==> src/logic/esar_pkg.sv <==
// constants for the e1 status and alarm register bank
// assumes a 25 MHz system clock and an 8-bit host control port
package esar_pkg;

   // register addresses on the control port
   localparam logic [7:0] ADDR_ALARM_STAT = 8'h06;
   localparam logic [7:0] ADDR_EVENT_STAT = 8'h07;
   localparam logic [7:0] ADDR_INFO_STAT = 8'h08;
   localparam logic [7:0] ADDR_ALARM_MASK = 8'h16;
   localparam logic [7:0] ADDR_EVENT_MASK = 8'h17;
   localparam logic [7:0] ADDR_SYNC_STAT = 8'h1E;

   // receive_alarm_status bit positions
   localparam int BIT_SIG_ALL_ONES = 7;
   localparam int BIT_DISTANT_MF = 6;
   localparam int BIT_SIG_ALL_ZEROS = 5;
   localparam int BIT_RX_SLIP = 4;
   localparam int BIT_UNFRAMED_ONES = 3;
   localparam int BIT_REMOTE_ALARM = 2;
   localparam int BIT_CARRIER_LOSS = 1;
   localparam int BIT_SYNC_LOSS = 0;

   // values after reset, and read data of unmapped addresses
   localparam logic [7:0] STAT_RST = 8'h00;
   localparam logic [7:0] MASK_RST = 8'h00;
   localparam logic [7:0] RDATA_RST = 8'h00;
   localparam logic [7:0] UNMAPPED_RDATA = 8'h00;

   // carrier loss: zero run to set, window and ones count to release
   localparam logic [7:0] CL_ZERO_RUN = 8'hFF;
   localparam logic [7:0] CL_WIN_BITS = 8'hFF;
   localparam logic [5:0] CL_MIN_ONES = 6'h20;

   // unframed all ones: window of two frames, fewer than 3 zeros
   localparam logic [8:0] UA_WIN_BITS = 9'h1FF;
   localparam logic [1:0] UA_MAX_ZEROS = 2'h3;

   // remote alarm: consecutive agreeing occasions to change state
   localparam logic [1:0] RA_RUN = 2'h3;

   // crc4 multiframe search window
   localparam int CLK_HZ = 25_000_000;
   localparam int SEARCH_WIN_MS = 8;
   localparam int SEARCH_WIN_CYC = CLK_HZ / 1000 * SEARCH_WIN_MS;

   typedef enum logic {CL_PRESENT, CL_LOST} esar_cl_state_t;

endpackage

==> src/logic/esar_latch_reg.sv <==
// one latched status register: sticky flags plus a host-visible copy
// assumes i_wr is a one-cycle strobe already decoded for this register
`timescale 1ns/1ns
`default_nettype none
module esar_latch_reg (
   input wire logic i_clk,
   input wire logic i_rst_n,
   input wire logic [7:0] i_set,
   input wire logic i_wr,
   input wire logic [7:0] i_wdata,
   output logic [7:0] o_flags,
   output logic [7:0] o_read_copy
);
   import esar_pkg::*;

   logic [7:0] flags_ff;
   logic [7:0] copy_ff;
   logic [7:0] nxt_flags;
   logic [7:0] nxt_copy;

   // set beats a clearing write in the same cycle
   always_comb begin
      nxt_flags = i_wr ? (flags_ff & ~i_wdata) : flags_ff;
      nxt_flags = nxt_flags | i_set;
   end

   // ones refresh the copy, zeros keep it
   always_comb begin
      nxt_copy = copy_ff;
      if (i_wr) begin
         nxt_copy = (i_wdata & (flags_ff | i_set))
                  | (~i_wdata & copy_ff);
      end
   end

   always_ff @(posedge i_clk) begin
      if (!i_rst_n) begin
         flags_ff <= STAT_RST;
      end else begin
         flags_ff <= nxt_flags;
      end
   end

   always_ff @(posedge i_clk) begin
      if (!i_rst_n) begin
         copy_ff <= STAT_RST;
      end else begin
         copy_ff <= nxt_copy;
      end
   end

   assign o_flags = flags_ff;
   assign o_read_copy = copy_ff;
endmodule
`default_nettype wire

==> src/logic/esar_top.sv <==
// status, information and synchronizer registers of an e1 receiver
// assumes all inputs synchronous to I_CLK; I_WR/I_RD one-cycle strobes;
// I_RX_BIT_EN pulses once per received bit
`timescale 1ns/1ns
`default_nettype none
// Overview of operation
// - latched status bits stay one after their event until the host writes one to them
// - after clearing, a bit sets again only on new event or alarm
// - writing one to a bit refreshes its copy and clears the flag
// - writing zero to a bit keeps its copy unchanged
// - synchronizer status is read-only, live, needs no preceding write
// - alarm flags drive first irq pin, event flags second, masked per bit
// - sync status bits 7..3 show counter bits 5,4,3,2,0
// - counter bit 1 hidden; visible lsb toggles each 8 ms timeout
// - sync status bit 2 is one while seeking frame alignment
// - sync status bit 1 is one while seeking signaling multiframe
// - search counter increments each 8 ms timeout and wraps
// - search counter clears when crc4 multiframe sync is reached
// - turning crc4 mode off clears the search counter
// - bit 7 latches on timeslot 16 with fewer than three zeros
// - bit 6 latches on distant multiframe alarm, also in ccs mode
// - bit 5 latches when timeslot 16 is all zeros for a multiframe
// - bit 4 latches when receive elastic store slips a frame
// - bits 3 and 2 latch on unframed all ones and remote alarm
// - bit 1 latches after 255 consecutive zeros on the line
// - bit 0 is set while receive framer is out of sync
// - all ones: fewer than 3 zeros in 512 bits, release above 2
// - remote alarm: three ones to assert, three zeros to release
// - carrier loss releases on 32 ones within 255 bit times
module esar_top #(
   parameter int P_SEARCH_WIN_CYC = esar_pkg::SEARCH_WIN_CYC
) (
   input wire logic I_CLK,
   input wire logic I_RST_N,
   input wire logic [7:0] I_ADDR,
   input wire logic [7:0] I_WDATA,
   input wire logic I_WR,
   input wire logic I_RD,
   output logic [7:0] O_RDATA,
   input wire logic I_CRC_MODE_ENABLE,
   input wire logic I_RX_BIT,
   input wire logic I_RX_BIT_EN,
   input wire logic I_NAF_STROBE,
   input wire logic I_NAF_BIT3,
   input wire logic I_SIG_ALL_ONES,
   input wire logic I_DISTANT_MF_ALARM,
   input wire logic I_SIG_ALL_ZEROS,
   input wire logic I_RX_STORE_SLIP,
   input wire logic I_SYNC_LOSS,
   input wire logic [7:0] I_FRAME_EVENTS,
   input wire logic [7:0] I_RX_INFO_EVENTS,
   input wire logic I_FRAME_SEARCH,
   input wire logic I_SIGMF_SEARCH,
   input wire logic I_CRCMF_SEARCH,
   input wire logic I_CRC_SYNC_OK,
   output logic O_ALARM_IRQ_N,
   output logic O_EVENT_IRQ_N
);
   import esar_pkg::*;

   logic wr_alarm;
   logic wr_event;
   logic wr_info;
   logic [7:0] alarm_set;
   logic [7:0] alarm_flags;
   logic [7:0] alarm_copy;
   logic [7:0] event_flags;
   logic [7:0] event_copy;
   logic [7:0] info_flags;
   logic [7:0] info_copy;
   logic [7:0] alarm_mask_ff;
   logic [7:0] event_mask_ff;
   logic [7:0] rdata_ff;
   logic [7:0] nxt_rdata;
   logic [7:0] sync_stat;
   logic alarm_irq_n_ff;
   logic event_irq_n_ff;

   assign wr_alarm = I_WR && (I_ADDR == ADDR_ALARM_STAT);
   assign wr_event = I_WR && (I_ADDR == ADDR_EVENT_STAT);
   assign wr_info = I_WR && (I_ADDR == ADDR_INFO_STAT);

   // ---- carrier loss detector
   esar_cl_state_t cl_state_ff;
   logic [7:0] zero_run_ff;
   logic [7:0] cl_win_ff;
   logic [5:0] cl_ones_ff;
   logic [5:0] nxt_cl_ones;
   logic cl_start;
   logic cl_win_end;

   assign cl_start = I_RX_BIT_EN && !I_RX_BIT
                     && (zero_run_ff == 8'(CL_ZERO_RUN - 8'h01));
   assign cl_win_end = I_RX_BIT_EN
                       && (cl_win_ff == 8'(CL_WIN_BITS - 8'h01));
   assign nxt_cl_ones = (I_RX_BIT && cl_ones_ff != CL_MIN_ONES)
                        ? 6'(cl_ones_ff + 6'h01) : cl_ones_ff;

   always_ff @(posedge I_CLK) begin
      if (!I_RST_N) begin
         zero_run_ff <= 8'h00;
      end else if (I_RX_BIT_EN) begin
         if (I_RX_BIT) begin
            zero_run_ff <= 8'h00;
         end else if (zero_run_ff != CL_ZERO_RUN) begin
            zero_run_ff <= 8'(zero_run_ff + 8'h01);
         end
      end
   end

   always_ff @(posedge I_CLK) begin
      if (!I_RST_N) begin
         cl_state_ff <= CL_PRESENT;
         cl_win_ff <= 8'h00;
         cl_ones_ff <= 6'h00;
      end else begin
         case (cl_state_ff)
            CL_PRESENT: begin
               cl_win_ff <= 8'h00;
               cl_ones_ff <= 6'h00;
               if (cl_start) begin
                  cl_state_ff <= CL_LOST;
               end
            end
            CL_LOST: begin
               if (cl_win_end) begin
                  cl_win_ff <= 8'h00;
                  cl_ones_ff <= 6'h00;
                  if (nxt_cl_ones == CL_MIN_ONES) begin
                     cl_state_ff <= CL_PRESENT;
                  end
               end else if (I_RX_BIT_EN) begin
                  cl_win_ff <= 8'(cl_win_ff + 8'h01);
                  cl_ones_ff <= nxt_cl_ones;
               end
            end
            default: begin
               cl_state_ff <= CL_PRESENT;
            end
         endcase
      end
   end

   // ---- unframed all ones detector, fixed 512-bit windows
   logic [8:0] ua_win_ff;
   logic [1:0] ua_zeros_ff;
   logic [1:0] nxt_ua_zeros;
   logic ua_cond_ff;

   assign nxt_ua_zeros = (!I_RX_BIT && ua_zeros_ff != UA_MAX_ZEROS)
                         ? 2'(ua_zeros_ff + 2'h1) : ua_zeros_ff;

   always_ff @(posedge I_CLK) begin
      if (!I_RST_N) begin
         ua_win_ff <= 9'h000;
         ua_zeros_ff <= 2'h0;
         ua_cond_ff <= 1'b0;
      end else if (I_RX_BIT_EN) begin
         if (ua_win_ff == UA_WIN_BITS) begin
            ua_cond_ff <= (nxt_ua_zeros != UA_MAX_ZEROS);
            ua_win_ff <= 9'h000;
            ua_zeros_ff <= 2'h0;
         end else begin
            ua_win_ff <= 9'(ua_win_ff + 9'h001);
            ua_zeros_ff <= nxt_ua_zeros;
         end
      end
   end

   // ---- remote alarm: three agreeing occasions flip the state
   logic [1:0] ra_run_ff;
   logic ra_cond_ff;

   always_ff @(posedge I_CLK) begin
      if (!I_RST_N) begin
         ra_run_ff <= 2'h0;
         ra_cond_ff <= 1'b0;
      end else if (I_NAF_STROBE) begin
         if (I_NAF_BIT3 == ra_cond_ff) begin
            ra_run_ff <= 2'h0;
         end else if (ra_run_ff == 2'(RA_RUN - 2'h1)) begin
            ra_cond_ff <= I_NAF_BIT3;
            ra_run_ff <= 2'h0;
         end else begin
            ra_run_ff <= 2'(ra_run_ff + 2'h1);
         end
      end
   end

   // ---- crc4 search window timer and search counter
   logic [17:0] win_tmr_ff;
   logic [5:0] search_cnt_ff;
   logic win_expire;

   assign win_expire = I_CRC_MODE_ENABLE && I_CRCMF_SEARCH
                       && (win_tmr_ff == 18'(P_SEARCH_WIN_CYC - 1));

   always_ff @(posedge I_CLK) begin
      if (!I_RST_N) begin
         win_tmr_ff <= 18'h00000;
      end else if (!I_CRC_MODE_ENABLE || !I_CRCMF_SEARCH || win_expire) begin
         win_tmr_ff <= 18'h00000;
      end else begin
         win_tmr_ff <= 18'(win_tmr_ff + 18'h00001);
      end
   end

   always_ff @(posedge I_CLK) begin
      if (!I_RST_N) begin
         search_cnt_ff <= 6'h00;
      end else if (!I_CRC_MODE_ENABLE || I_CRC_SYNC_OK) begin
         search_cnt_ff <= 6'h00;
      end else if (win_expire) begin
         search_cnt_ff <= 6'(search_cnt_ff + 6'h01);
      end
   end

   // live view, bit 1 of the counter is not shown
   assign sync_stat = {search_cnt_ff[5:2], search_cnt_ff[0],
                       I_FRAME_SEARCH,
                       I_SIGMF_SEARCH,
                       I_CRCMF_SEARCH};

   // ---- latched registers
   always_comb begin
      alarm_set = 8'h00;
      alarm_set[BIT_SIG_ALL_ONES] = I_SIG_ALL_ONES;
      alarm_set[BIT_DISTANT_MF] = I_DISTANT_MF_ALARM;
      alarm_set[BIT_SIG_ALL_ZEROS] = I_SIG_ALL_ZEROS;
      alarm_set[BIT_RX_SLIP] = I_RX_STORE_SLIP;
      alarm_set[BIT_UNFRAMED_ONES] = ua_cond_ff;
      alarm_set[BIT_REMOTE_ALARM] = ra_cond_ff;
      alarm_set[BIT_CARRIER_LOSS] = (cl_state_ff == CL_LOST);
      alarm_set[BIT_SYNC_LOSS] = I_SYNC_LOSS;
   end

   esar_latch_reg u_alarm_stat (
      .i_clk(I_CLK),
      .i_rst_n(I_RST_N),
      .i_set(alarm_set),
      .i_wr(wr_alarm),
      .i_wdata(I_WDATA),
      .o_flags(alarm_flags),
      .o_read_copy(alarm_copy)
   );

   esar_latch_reg u_event_stat (
      .i_clk(I_CLK),
      .i_rst_n(I_RST_N),
      .i_set(I_FRAME_EVENTS),
      .i_wr(wr_event),
      .i_wdata(I_WDATA),
      .o_flags(event_flags),
      .o_read_copy(event_copy)
   );

   esar_latch_reg u_info_stat (
      .i_clk(I_CLK),
      .i_rst_n(I_RST_N),
      .i_set(I_RX_INFO_EVENTS),
      .i_wr(wr_info),
      .i_wdata(I_WDATA),
      .o_flags(info_flags),
      .o_read_copy(info_copy)
   );

   // ---- interrupt masks
   always_ff @(posedge I_CLK) begin
      if (!I_RST_N) begin
         alarm_mask_ff <= MASK_RST;
      end else if (I_WR && I_ADDR == ADDR_ALARM_MASK) begin
         alarm_mask_ff <= I_WDATA;
      end
   end

   always_ff @(posedge I_CLK) begin
      if (!I_RST_N) begin
         event_mask_ff <= MASK_RST;
      end else if (I_WR && I_ADDR == ADDR_EVENT_MASK) begin
         event_mask_ff <= I_WDATA;
      end
   end

   always_ff @(posedge I_CLK) begin
      if (!I_RST_N) begin
         alarm_irq_n_ff <= 1'b1;
         event_irq_n_ff <= 1'b1;
      end else begin
         alarm_irq_n_ff <= ~|(alarm_flags & alarm_mask_ff);
         event_irq_n_ff <= ~|(event_flags & event_mask_ff);
      end
   end

   // ---- read port, sync status needs no prior write
   always_comb begin
      case (I_ADDR)
         ADDR_ALARM_STAT: nxt_rdata = alarm_copy;
         ADDR_EVENT_STAT: nxt_rdata = event_copy;
         ADDR_INFO_STAT: nxt_rdata = info_copy;
         ADDR_ALARM_MASK: nxt_rdata = alarm_mask_ff;
         ADDR_EVENT_MASK: nxt_rdata = event_mask_ff;
         ADDR_SYNC_STAT: nxt_rdata = sync_stat;
         default: nxt_rdata = UNMAPPED_RDATA;
      endcase
   end

   always_ff @(posedge I_CLK) begin
      if (!I_RST_N) begin
         rdata_ff <= RDATA_RST;
      end else if (I_RD) begin
         rdata_ff <= nxt_rdata;
      end
   end

   assign O_RDATA = rdata_ff;
   assign O_ALARM_IRQ_N = alarm_irq_n_ff;
   assign O_EVENT_IRQ_N = event_irq_n_ff;
endmodule
`default_nettype wire

==> config.mk <==
export PLATFORM = sky130hd
export DESIGN_NAME = esar_top
export DESIGN_NICKNAME = d
export VERILOG_FILES = /design/src/logic/esar_pkg.sv /design/src/logic/esar_latch_reg.sv /design/src/logic/esar_top.sv
export SDC_FILE = /design/constraint.sdc
export NUM_CORES = 1
export LEC_CHECK = 0
export BUFFER_PORTS_ARGS = -buffer_cell sky130_fd_sc_hd__buf_2
export CORE_UTILIZATION = 60
export CTS_CLUSTER_DIAMETER = 80
export DETAILED_ROUTE_END_ITERATION = 8
export PLACE_DENSITY_LB_ADDON = 0.2
export SYNTH_ARGS = -nofsm -noshare
export SYNTH_HDL_FRONTEND = slang
export SYNTH_SLANG_ARGS = --single-unit
==> constraint.sdc <==
create_clock -name I_CLK -period 3.4 [get_ports I_CLK]
set_input_delay 0.68 -clock I_CLK [delete_from_list [all_inputs] [get_ports I_CLK]]
set_output_delay 0.68 -clock I_CLK [all_outputs]
set_load 0.02 [all_outputs]
==> flow_metrics.tcl, run 1 <==
set metrics [dict create \
    status "finished, final reports clean" \
    period_share_pct 64.17 \
    power-per-cell-area_nw_per_um2 519.2 \
    met2_usage_pct 50.09 \
    synthTopCellsByCount "dfxtp_1, nor2_1, nand2_1" \
    synthToLayoutAreaGrowth_pct 14.15 \
    maxCapViolations 0 \
    whs_path_depth 3 \
    path_clk_slew_ns 0.06 \
    dp_hpwl_microns 11010 \
    min_path_type "in -> reg" \
    setup_viol 0 \
    h-tree-depth 4 \
    gr-usage-met3_pct 5.334 \
    use_met1_pct 38.60 \
    clock-sinks 136 \
    rsz0062_at_grt "no" \
    r2r-end "win_tmr_ff[4]$_SDFF_PP0_" \
    timing.critical_path.fanout_max 18 \
    detail_route.wl_per_cell_microns 17.17 \
    drive_above_1_share_pct 14.72 \
    holdBufCountCts 0 \
    clk_path_buf_depth 2 \
    top_usage_layer "met2" \
    hold_viol_final 0 \
    drtIter0Drc 513 \
    post_cts_buffers 0 \
    finalClockSkew_ns 0.009728 \
    finalCriticalPeriod_ns 2.182 \
    crit_required_ns 3.77 \
    worstPathArrival_ns 2.55 \
    yosys.area.top_type "dfxtp_1" \
    gr-total-overflow 0 \
    p_total_mw 3.847 \
    grtUsageTotal_pct 29.78 \
    cts_buffers 17 \
    synth_area_sq_um 6491 \
    start_util_pct 62.32 \
    ff2ff_path_depth 5 \
    root_buffer "clkbuf_8" \
    clock_latency_ns 0.52 \
    core.rowCount 37 \
    die_w_microns 106.0 \
    synth_top_area_share_pct 41.94 \
    synthesis.nets 806 \
    syn_inst 745 \
    cp-end-kind "flop" \
    ys_types 66 \
    worst_pin_slew_ns 0.7806 \
    core_area_sq_um 10420 \
    cts_tree "built" \
    grt_max_degree 58 \
    io_pins 60 \
    cp_num_buf_inv 0 \
    critPathSlowestCell "o2111ai_2" \
    rr_startpoint "win_tmr_ff[0]$_SDFF_PP0_" \
    nNetsFinal 844 \
    ys_seq_area_share_pct 41.94 \
    synth_edf_count 0 \
    syn_area_per_cell_sq_um 8.713 \
    vias 5792 \
    antenna_found_initial 0 \
    ys_async_sr_fraction_pct 0 \
    timing.slew.headroom_pct 47.96 \
    dieArea_sq_um 11240 \
    vdd_drop_max_v 0.0003074 \
    min_to "u_event_stat.o_flags[4]$_SDFF_PN0_" \
    cp_top_family "simple AND/OR/NAND/NOR gates" \
    via_per_inst 6.221 \
    drc 0 \
    start_kind "flop" \
    tns_ns 0 \
    fp.dieH_microns 106.0 \
    ys_warn_count 0 \
    yosys_register_bits 136 \
    ant_nets 0 \
    nFillCells 826 \
    drt_wl_total_microns 15980 \
    cts_resized 0 \
    path_cells "ha_1 > and4_2 > nand4_2 > o2111ai_2 > nor2_1" \
    hp-start "I_FRAME_EVENTS[4]" \
    grt_pass1_vias 5558 \
    regToRegSetupSlack_ns 1.22 \
    diodes 0 \
    timing.fmax_mhz 458.3 \
    portBuffers 59 \
    synthTopCellsByArea "dfxtp_1, nor2_1, mux2i_1" \
    gp_congestion 0.9350 \
    synth.most_common_cell "dfxtp_1" \
    report.final.slew_viol_count 0 \
    grt_pass1_wl_microns 26580 \
    crit_type "reg -> reg" \
    leakagePower_nw 2.594 \
    dr.pass1.iters 8 \
    synth_flop_cell "dfxtp_1" \
    max_stage_delay_ns 0.72 \
]
## per-layer routing
layer / wire [microns] / part of all wire [%]
met3: 866 / 5.4
met1: 7066 / 44
met4: 225 / 1.4
met5: 0 / 0
met2: 7823 / 49
## kinds of logic after synthesis
| family | Yosys count | share of synthesized area, % |
|---|---|---|
| AND/OR/NAND/NOR | 280 | 22.42 |
| AO/OA/AOI/OAI | 200 | 20.89 |
| flip-flops | 136 | 41.94 |
| buffers and inverters | 61 | 4.260 |
| multiplexers | 31 | 4.857 |
| XOR/XNOR | 26 | 3.508 |
| adder cells (fa/ha/maj) | 11 | 2.120 |
## worst min-delay path: stages
cell and delay, ns:
buf_2 0.09, nand2_1 0.04, o21ai_0 0.05
## layout make-up
type                       count  area, sq um  area share [%]
sequential                   136         2723           36.74
tap                          136        170.2           2.297
clock buffer                  19        441.7           5.961
timing repair buffer          62        317.8           4.289
inverter                      18        67.56          0.9119
multi-input combinational    548         3492           47.13
clock inverter                12        197.7           2.668
## worst max path at each step
stage	start	endpoint	slack, ns	cells after the start
final	win_tmr_ff[0]$_SDFF_PP0_	win_tmr_ff[4]$_SDFF_PP0_	1.22	5
after global placement	I_ADDR[0]	u_info_stat.o_flags[0]$_SDFF_PN0_	0.91	5
after CTS	win_tmr_ff[0]$_SDFF_PP0_	win_tmr_ff[4]$_SDFF_PP0_	1.19	5
after floorplan	I_ADDR[4]	u_alarm_stat.o_flags[1]$_SDFF_PN0_	1.23	8
after global routing	win_tmr_ff[0]$_SDFF_PP0_	win_tmr_ff[4]$_SDFF_PP0_	1.02	5
after detailed placement	I_ADDR[0]	u_info_stat.o_flags[4]$_SDFF_PN0_	0.77	5
## power breakdown
part / total (mW) / internal (mW) / leakage [nW] / switching [mW]
Sequential: 1.65 / 1.63 / 1.11 / 0.0264
Clock: 2.00 / 1.30 / 0.310 / 0.696
Combinational: 0.199 / 0.0687 / 1.18 / 0.130
## through the flow
step	hold WS, ns	setup slack (ns)	area, sq um	cells	utilization (%)
floorplan	0.4296	1.231	6491	745	-
global placement	0.4428	0.9130	6770	900	65.00
CTS	0.3593	1.188	7410	931	71.14
global route	0.3649	1.016	7410	931	71.14
finish	0.3679	1.218	7410	931	71.14
detailed placement	0.4642	0.7677	6770	900	65.00
## cell usage in the layout, fill, tap and decap left out, types with 6 or more instances in the layout
master | synthesis | final
o21a_1 | 9 | 9
a21oi_1 | 50 | 50
xnor2_1 | 14 | 14
nor2_1 | 85 | 85
inv_1 | 18 | 17
nand3_1 | 16 | 16
a31oi_1 | 8 | 8
o21ai_0 | 33 | 33
and2_1 | 18 | 18
a21boi_0 | 8 | 8
ha_1 | 11 | 11
nand4_1 | 17 | 17
o2bb2ai_1 | 9 | 9
nand2_1 | 67 | 67
buf_2 | 11 | 59
dfxtp_1 | 136 | 136
a311oi_1 | 11 | 11
and4_1 | 6 | 6
nor3_1 | 14 | 14
or3_1 | 9 | 9
xor2_1 | 12 | 12
o41ai_1 | 6 | 6
a211oi_1 | 17 | 17
clkbuf_16 | 0 | 16
mux2i_1 | 27 | 27
a22oi_1 | 15 | 15
or2_2 | 6 | 6
No activity file was read; power rests on OpenSTA's default activity.
==> inputs of run 2 (changes only) <==
CORE_UTILIZATION = 54   (was 60)
clock period = 1.85 ns   (was 3.4 ns; I/O delays follow)
==> run 2 against run 1 <==
  * Register-to-register slack got worse by 1.1 ns
  * Largest power group unchanged
  * Clock skew fell by 0.0045 ns
  * Highest routed layer unchanged
  * Routed wire length grew 3.7%
  * Sequential share of layout area fell by 1.8 points
  * First-iteration DRC count is 44% lower
  * Combinational power rose by 97%
  * Maximum frequency increased by 23%
==> flow_metrics.tcl, run 2 (same netlist as run 1, synthesis figures left out) <==
set metrics [dict create \
    status "finished, final reports clean" \
    min_path_type "in -> reg" \
    detail_route.wl_per_cell_microns 16.96 \
    dp_hpwl_microns 11940 \
    clk_path_buf_depth 2 \
    gr-total-overflow 0 \
    die_w_microns 111.6 \
    grt_max_degree 53 \
    grt_pass1_wl_microns 27800 \
    hp-start "I_FRAME_EVENTS[6]" \
    cp-end-kind "flop" \
    fp.dieH_microns 111.6 \
    clkPwrFrac_pct 50.9 \
    cp_num_buf_inv 0 \
    ant_nets 0 \
    finalClockSkew_ns 0.005272 \
    min_to "u_event_stat.o_flags[6]$_SDFF_PN0_" \
    antenna_found_initial 0 \
    max_stage_delay_ns 0.56 \
    cts_tree "built" \
    portBuffers 59 \
    dpl-instance-area_sq_um 7112 \
    h-tree-depth 4 \
    core_area_sq_um 11560 \
    vias 5831 \
    holdBufCountCts 0 \
    layout_common_cells "dfxtp_1, nor2_1, nand2_1, buf_2, a21oi_1" \
    drc 0 \
    grt_pass1_vias 5806 \
    clock-sinks 136 \
    crit_required_ns 2.20 \
    hold_viol_final 0 \
    path_clk_slew_ns 0.06 \
    clock_latency_ns 0.42 \
    cp_top_family "simple AND/OR/NAND/NOR gates" \
    start_util_pct 56.13 \
    core.rowCount 39 \
    dieArea_sq_um 12460 \
    r2r-end "win_tmr_ff[17]$_SDFF_PP0_" \
    regToRegSetupSlack_ns 0.08 \
    path_cells "nand3_2 > or4_4 > or4_4 > a21oi_2" \
    via_per_inst 5.968 \
    report.final.slew_viol_count 0 \
    leakagePower_nw 2.800 \
    nNetsFinal 882 \
    io_pins 60 \
    intPower_mw 5.473 \
    start_kind "flop" \
    power-per-cell-area_nw_per_um2 896.4 \
    period_share_pct 95.68 \
    timing.slew.headroom_pct 62.75 \
    diodes 0 \
    finalCriticalPeriod_ns 1.770 \
    power.share.switching_pct 21.73 \
    whs_path_depth 3 \
    timing.fmax_mhz 565.0 \
    postLayoutCellArea_sq_um 7801 \
    p_sw_mw 1.520 \
    vdd_drop_max_v 0.0007559 \
    grtUsageTotal_pct 28.17 \
    crit_type "reg -> reg" \
    root_buffer "clkbuf_16" \
    final_common_cell "dfxtp_1" \
    drt_wl_total_microns 16570 \
    fin_util_pct 67.46 \
    p_total_mw 6.993 \
    dr.pass1.iters 5 \
    drtIter0Drc 288 \
    setup_viol 0 \
    maxCapViolations 0 \
    synthToLayoutAreaGrowth_pct 20.18 \
    rr_startpoint "win_tmr_ff[4]$_SDFF_PP0_" \
    drive_above_1_share_pct 19.42 \
    cts_buffers 17 \
    timing.critical_path.fanout_max 7 \
    p_comb_share_pct 5.6 \
    critPathSlowestCell "or4_4" \
    cpMostUsedCell "or4_4" \
    ff2ff_path_depth 4 \
    gp_congestion 0.8920 \
    worstPathArrival_ns 2.12 \
    worst_pin_slew_ns 0.5446 \
    p_seq_share_pct 43.4 \
]
[run 2: cell count changes in the layout (fill, tap and decap cells not counted), moves of 2 or more]
cell	change
bufinv_16	-2
dfxtp_2	+2
clkinv_2	-2
buf_12	+4
clkbuf_8	+3
clkbuf_1	+3
buf_4	+34
dfxtp_1	-2
[run 2: routing by layer]
| metal | vias to the layer above | track usage (%) | share of wire, % |
|---|---|---|---|
| li1 | 2874 | - | - |
| met1 | 2796 | 32.72 | 43 |
| met2 | 134 | 50.14 | 51 |
| met3 | 27 | 6.315 | 3.8 |
| met4 | 0 | 11.08 | 2.3 |
| met5 | - | 0 | 0 |
[run 2: how the worst max path moves through the flow]
stage	startpoint	to	slack [ns]	cells past startpoint
3_3_place_gp	I_ADDR[5]	alarm_mask_ff[0]$_SDFFE_PN0P_	0.02	6
6_report	win_tmr_ff[4]$_SDFF_PP0_	win_tmr_ff[17]$_SDFF_PP0_	0.08	4
4_1_cts	win_tmr_ff[4]$_SDFF_PP0_	win_tmr_ff[17]$_SDFF_PP0_	0.02	4
5_1_grt	win_tmr_ff[13]$_SDFF_PP0_	search_cnt_ff[5]$_SDFFE_PP0P_	-0.006	4
2_1_floorplan	win_tmr_ff[0]$_SDFF_PP0_	search_cnt_ff[5]$_SDFFE_PP0P_	0.002	6
3_5_place_dp	I_ADDR[5]	alarm_mask_ff[0]$_SDFFE_PN0P_	-0.01	6
[run 2: area by class of cell]
class / count / area, sq um
clock inverters: 6 / 110.1
well taps: 143 / 178.9
fillers: 951 / 3764
inverters: 18 / 67.56
flip-flops and latches: 136 / 2725
clock buffers: 26 / 519.2
repair buffers: 100 / 653.1
multi-input cells: 548 / 3547
[run 2: worst min-delay path: cells and delay by family]
kind,cells,cell delay [ns]
AO/OA/AOI/OAI,1,0.05
AND/OR/NAND/NOR,1,0.04
buffers and inverters,1,0.09
[run 2: repair_timing]
item,4_1_cts,5_1_grt
pin swaps,0,2
setup endpoints to repair,3,10
gates resized for setup,2,8
setup buffers,0,3
[run 2: stage by stage]
stage               hold WS [ns]  setup slack, ns  setup TNS (ns)  std cells
finish                    0.1614          0.07993               0        977
global route              0.1661        -0.006384       -0.006384        977
CTS                       0.1487          0.01846               0        974
detailed placement        0.4739         -0.01363        -0.05140        942
global placement          0.4419          0.01823               0        942
floorplan                 0.4296         0.001581               0        745
[run 2: power by group through the flow]
stage / clock network [mW] / logic [mW] / registers (mW)
2_1_floorplan: 0 / 0.223 / 3.09
3_3_place_gp: 0 / 0.376 / 3.10
3_5_place_dp: 0 / 0.391 / 3.10
4_1_cts: 3.60 / 0.394 / 3.04
5_1_grt: 3.74 / 0.435 / 3.04
6_report: 3.56 / 0.393 / 3.04
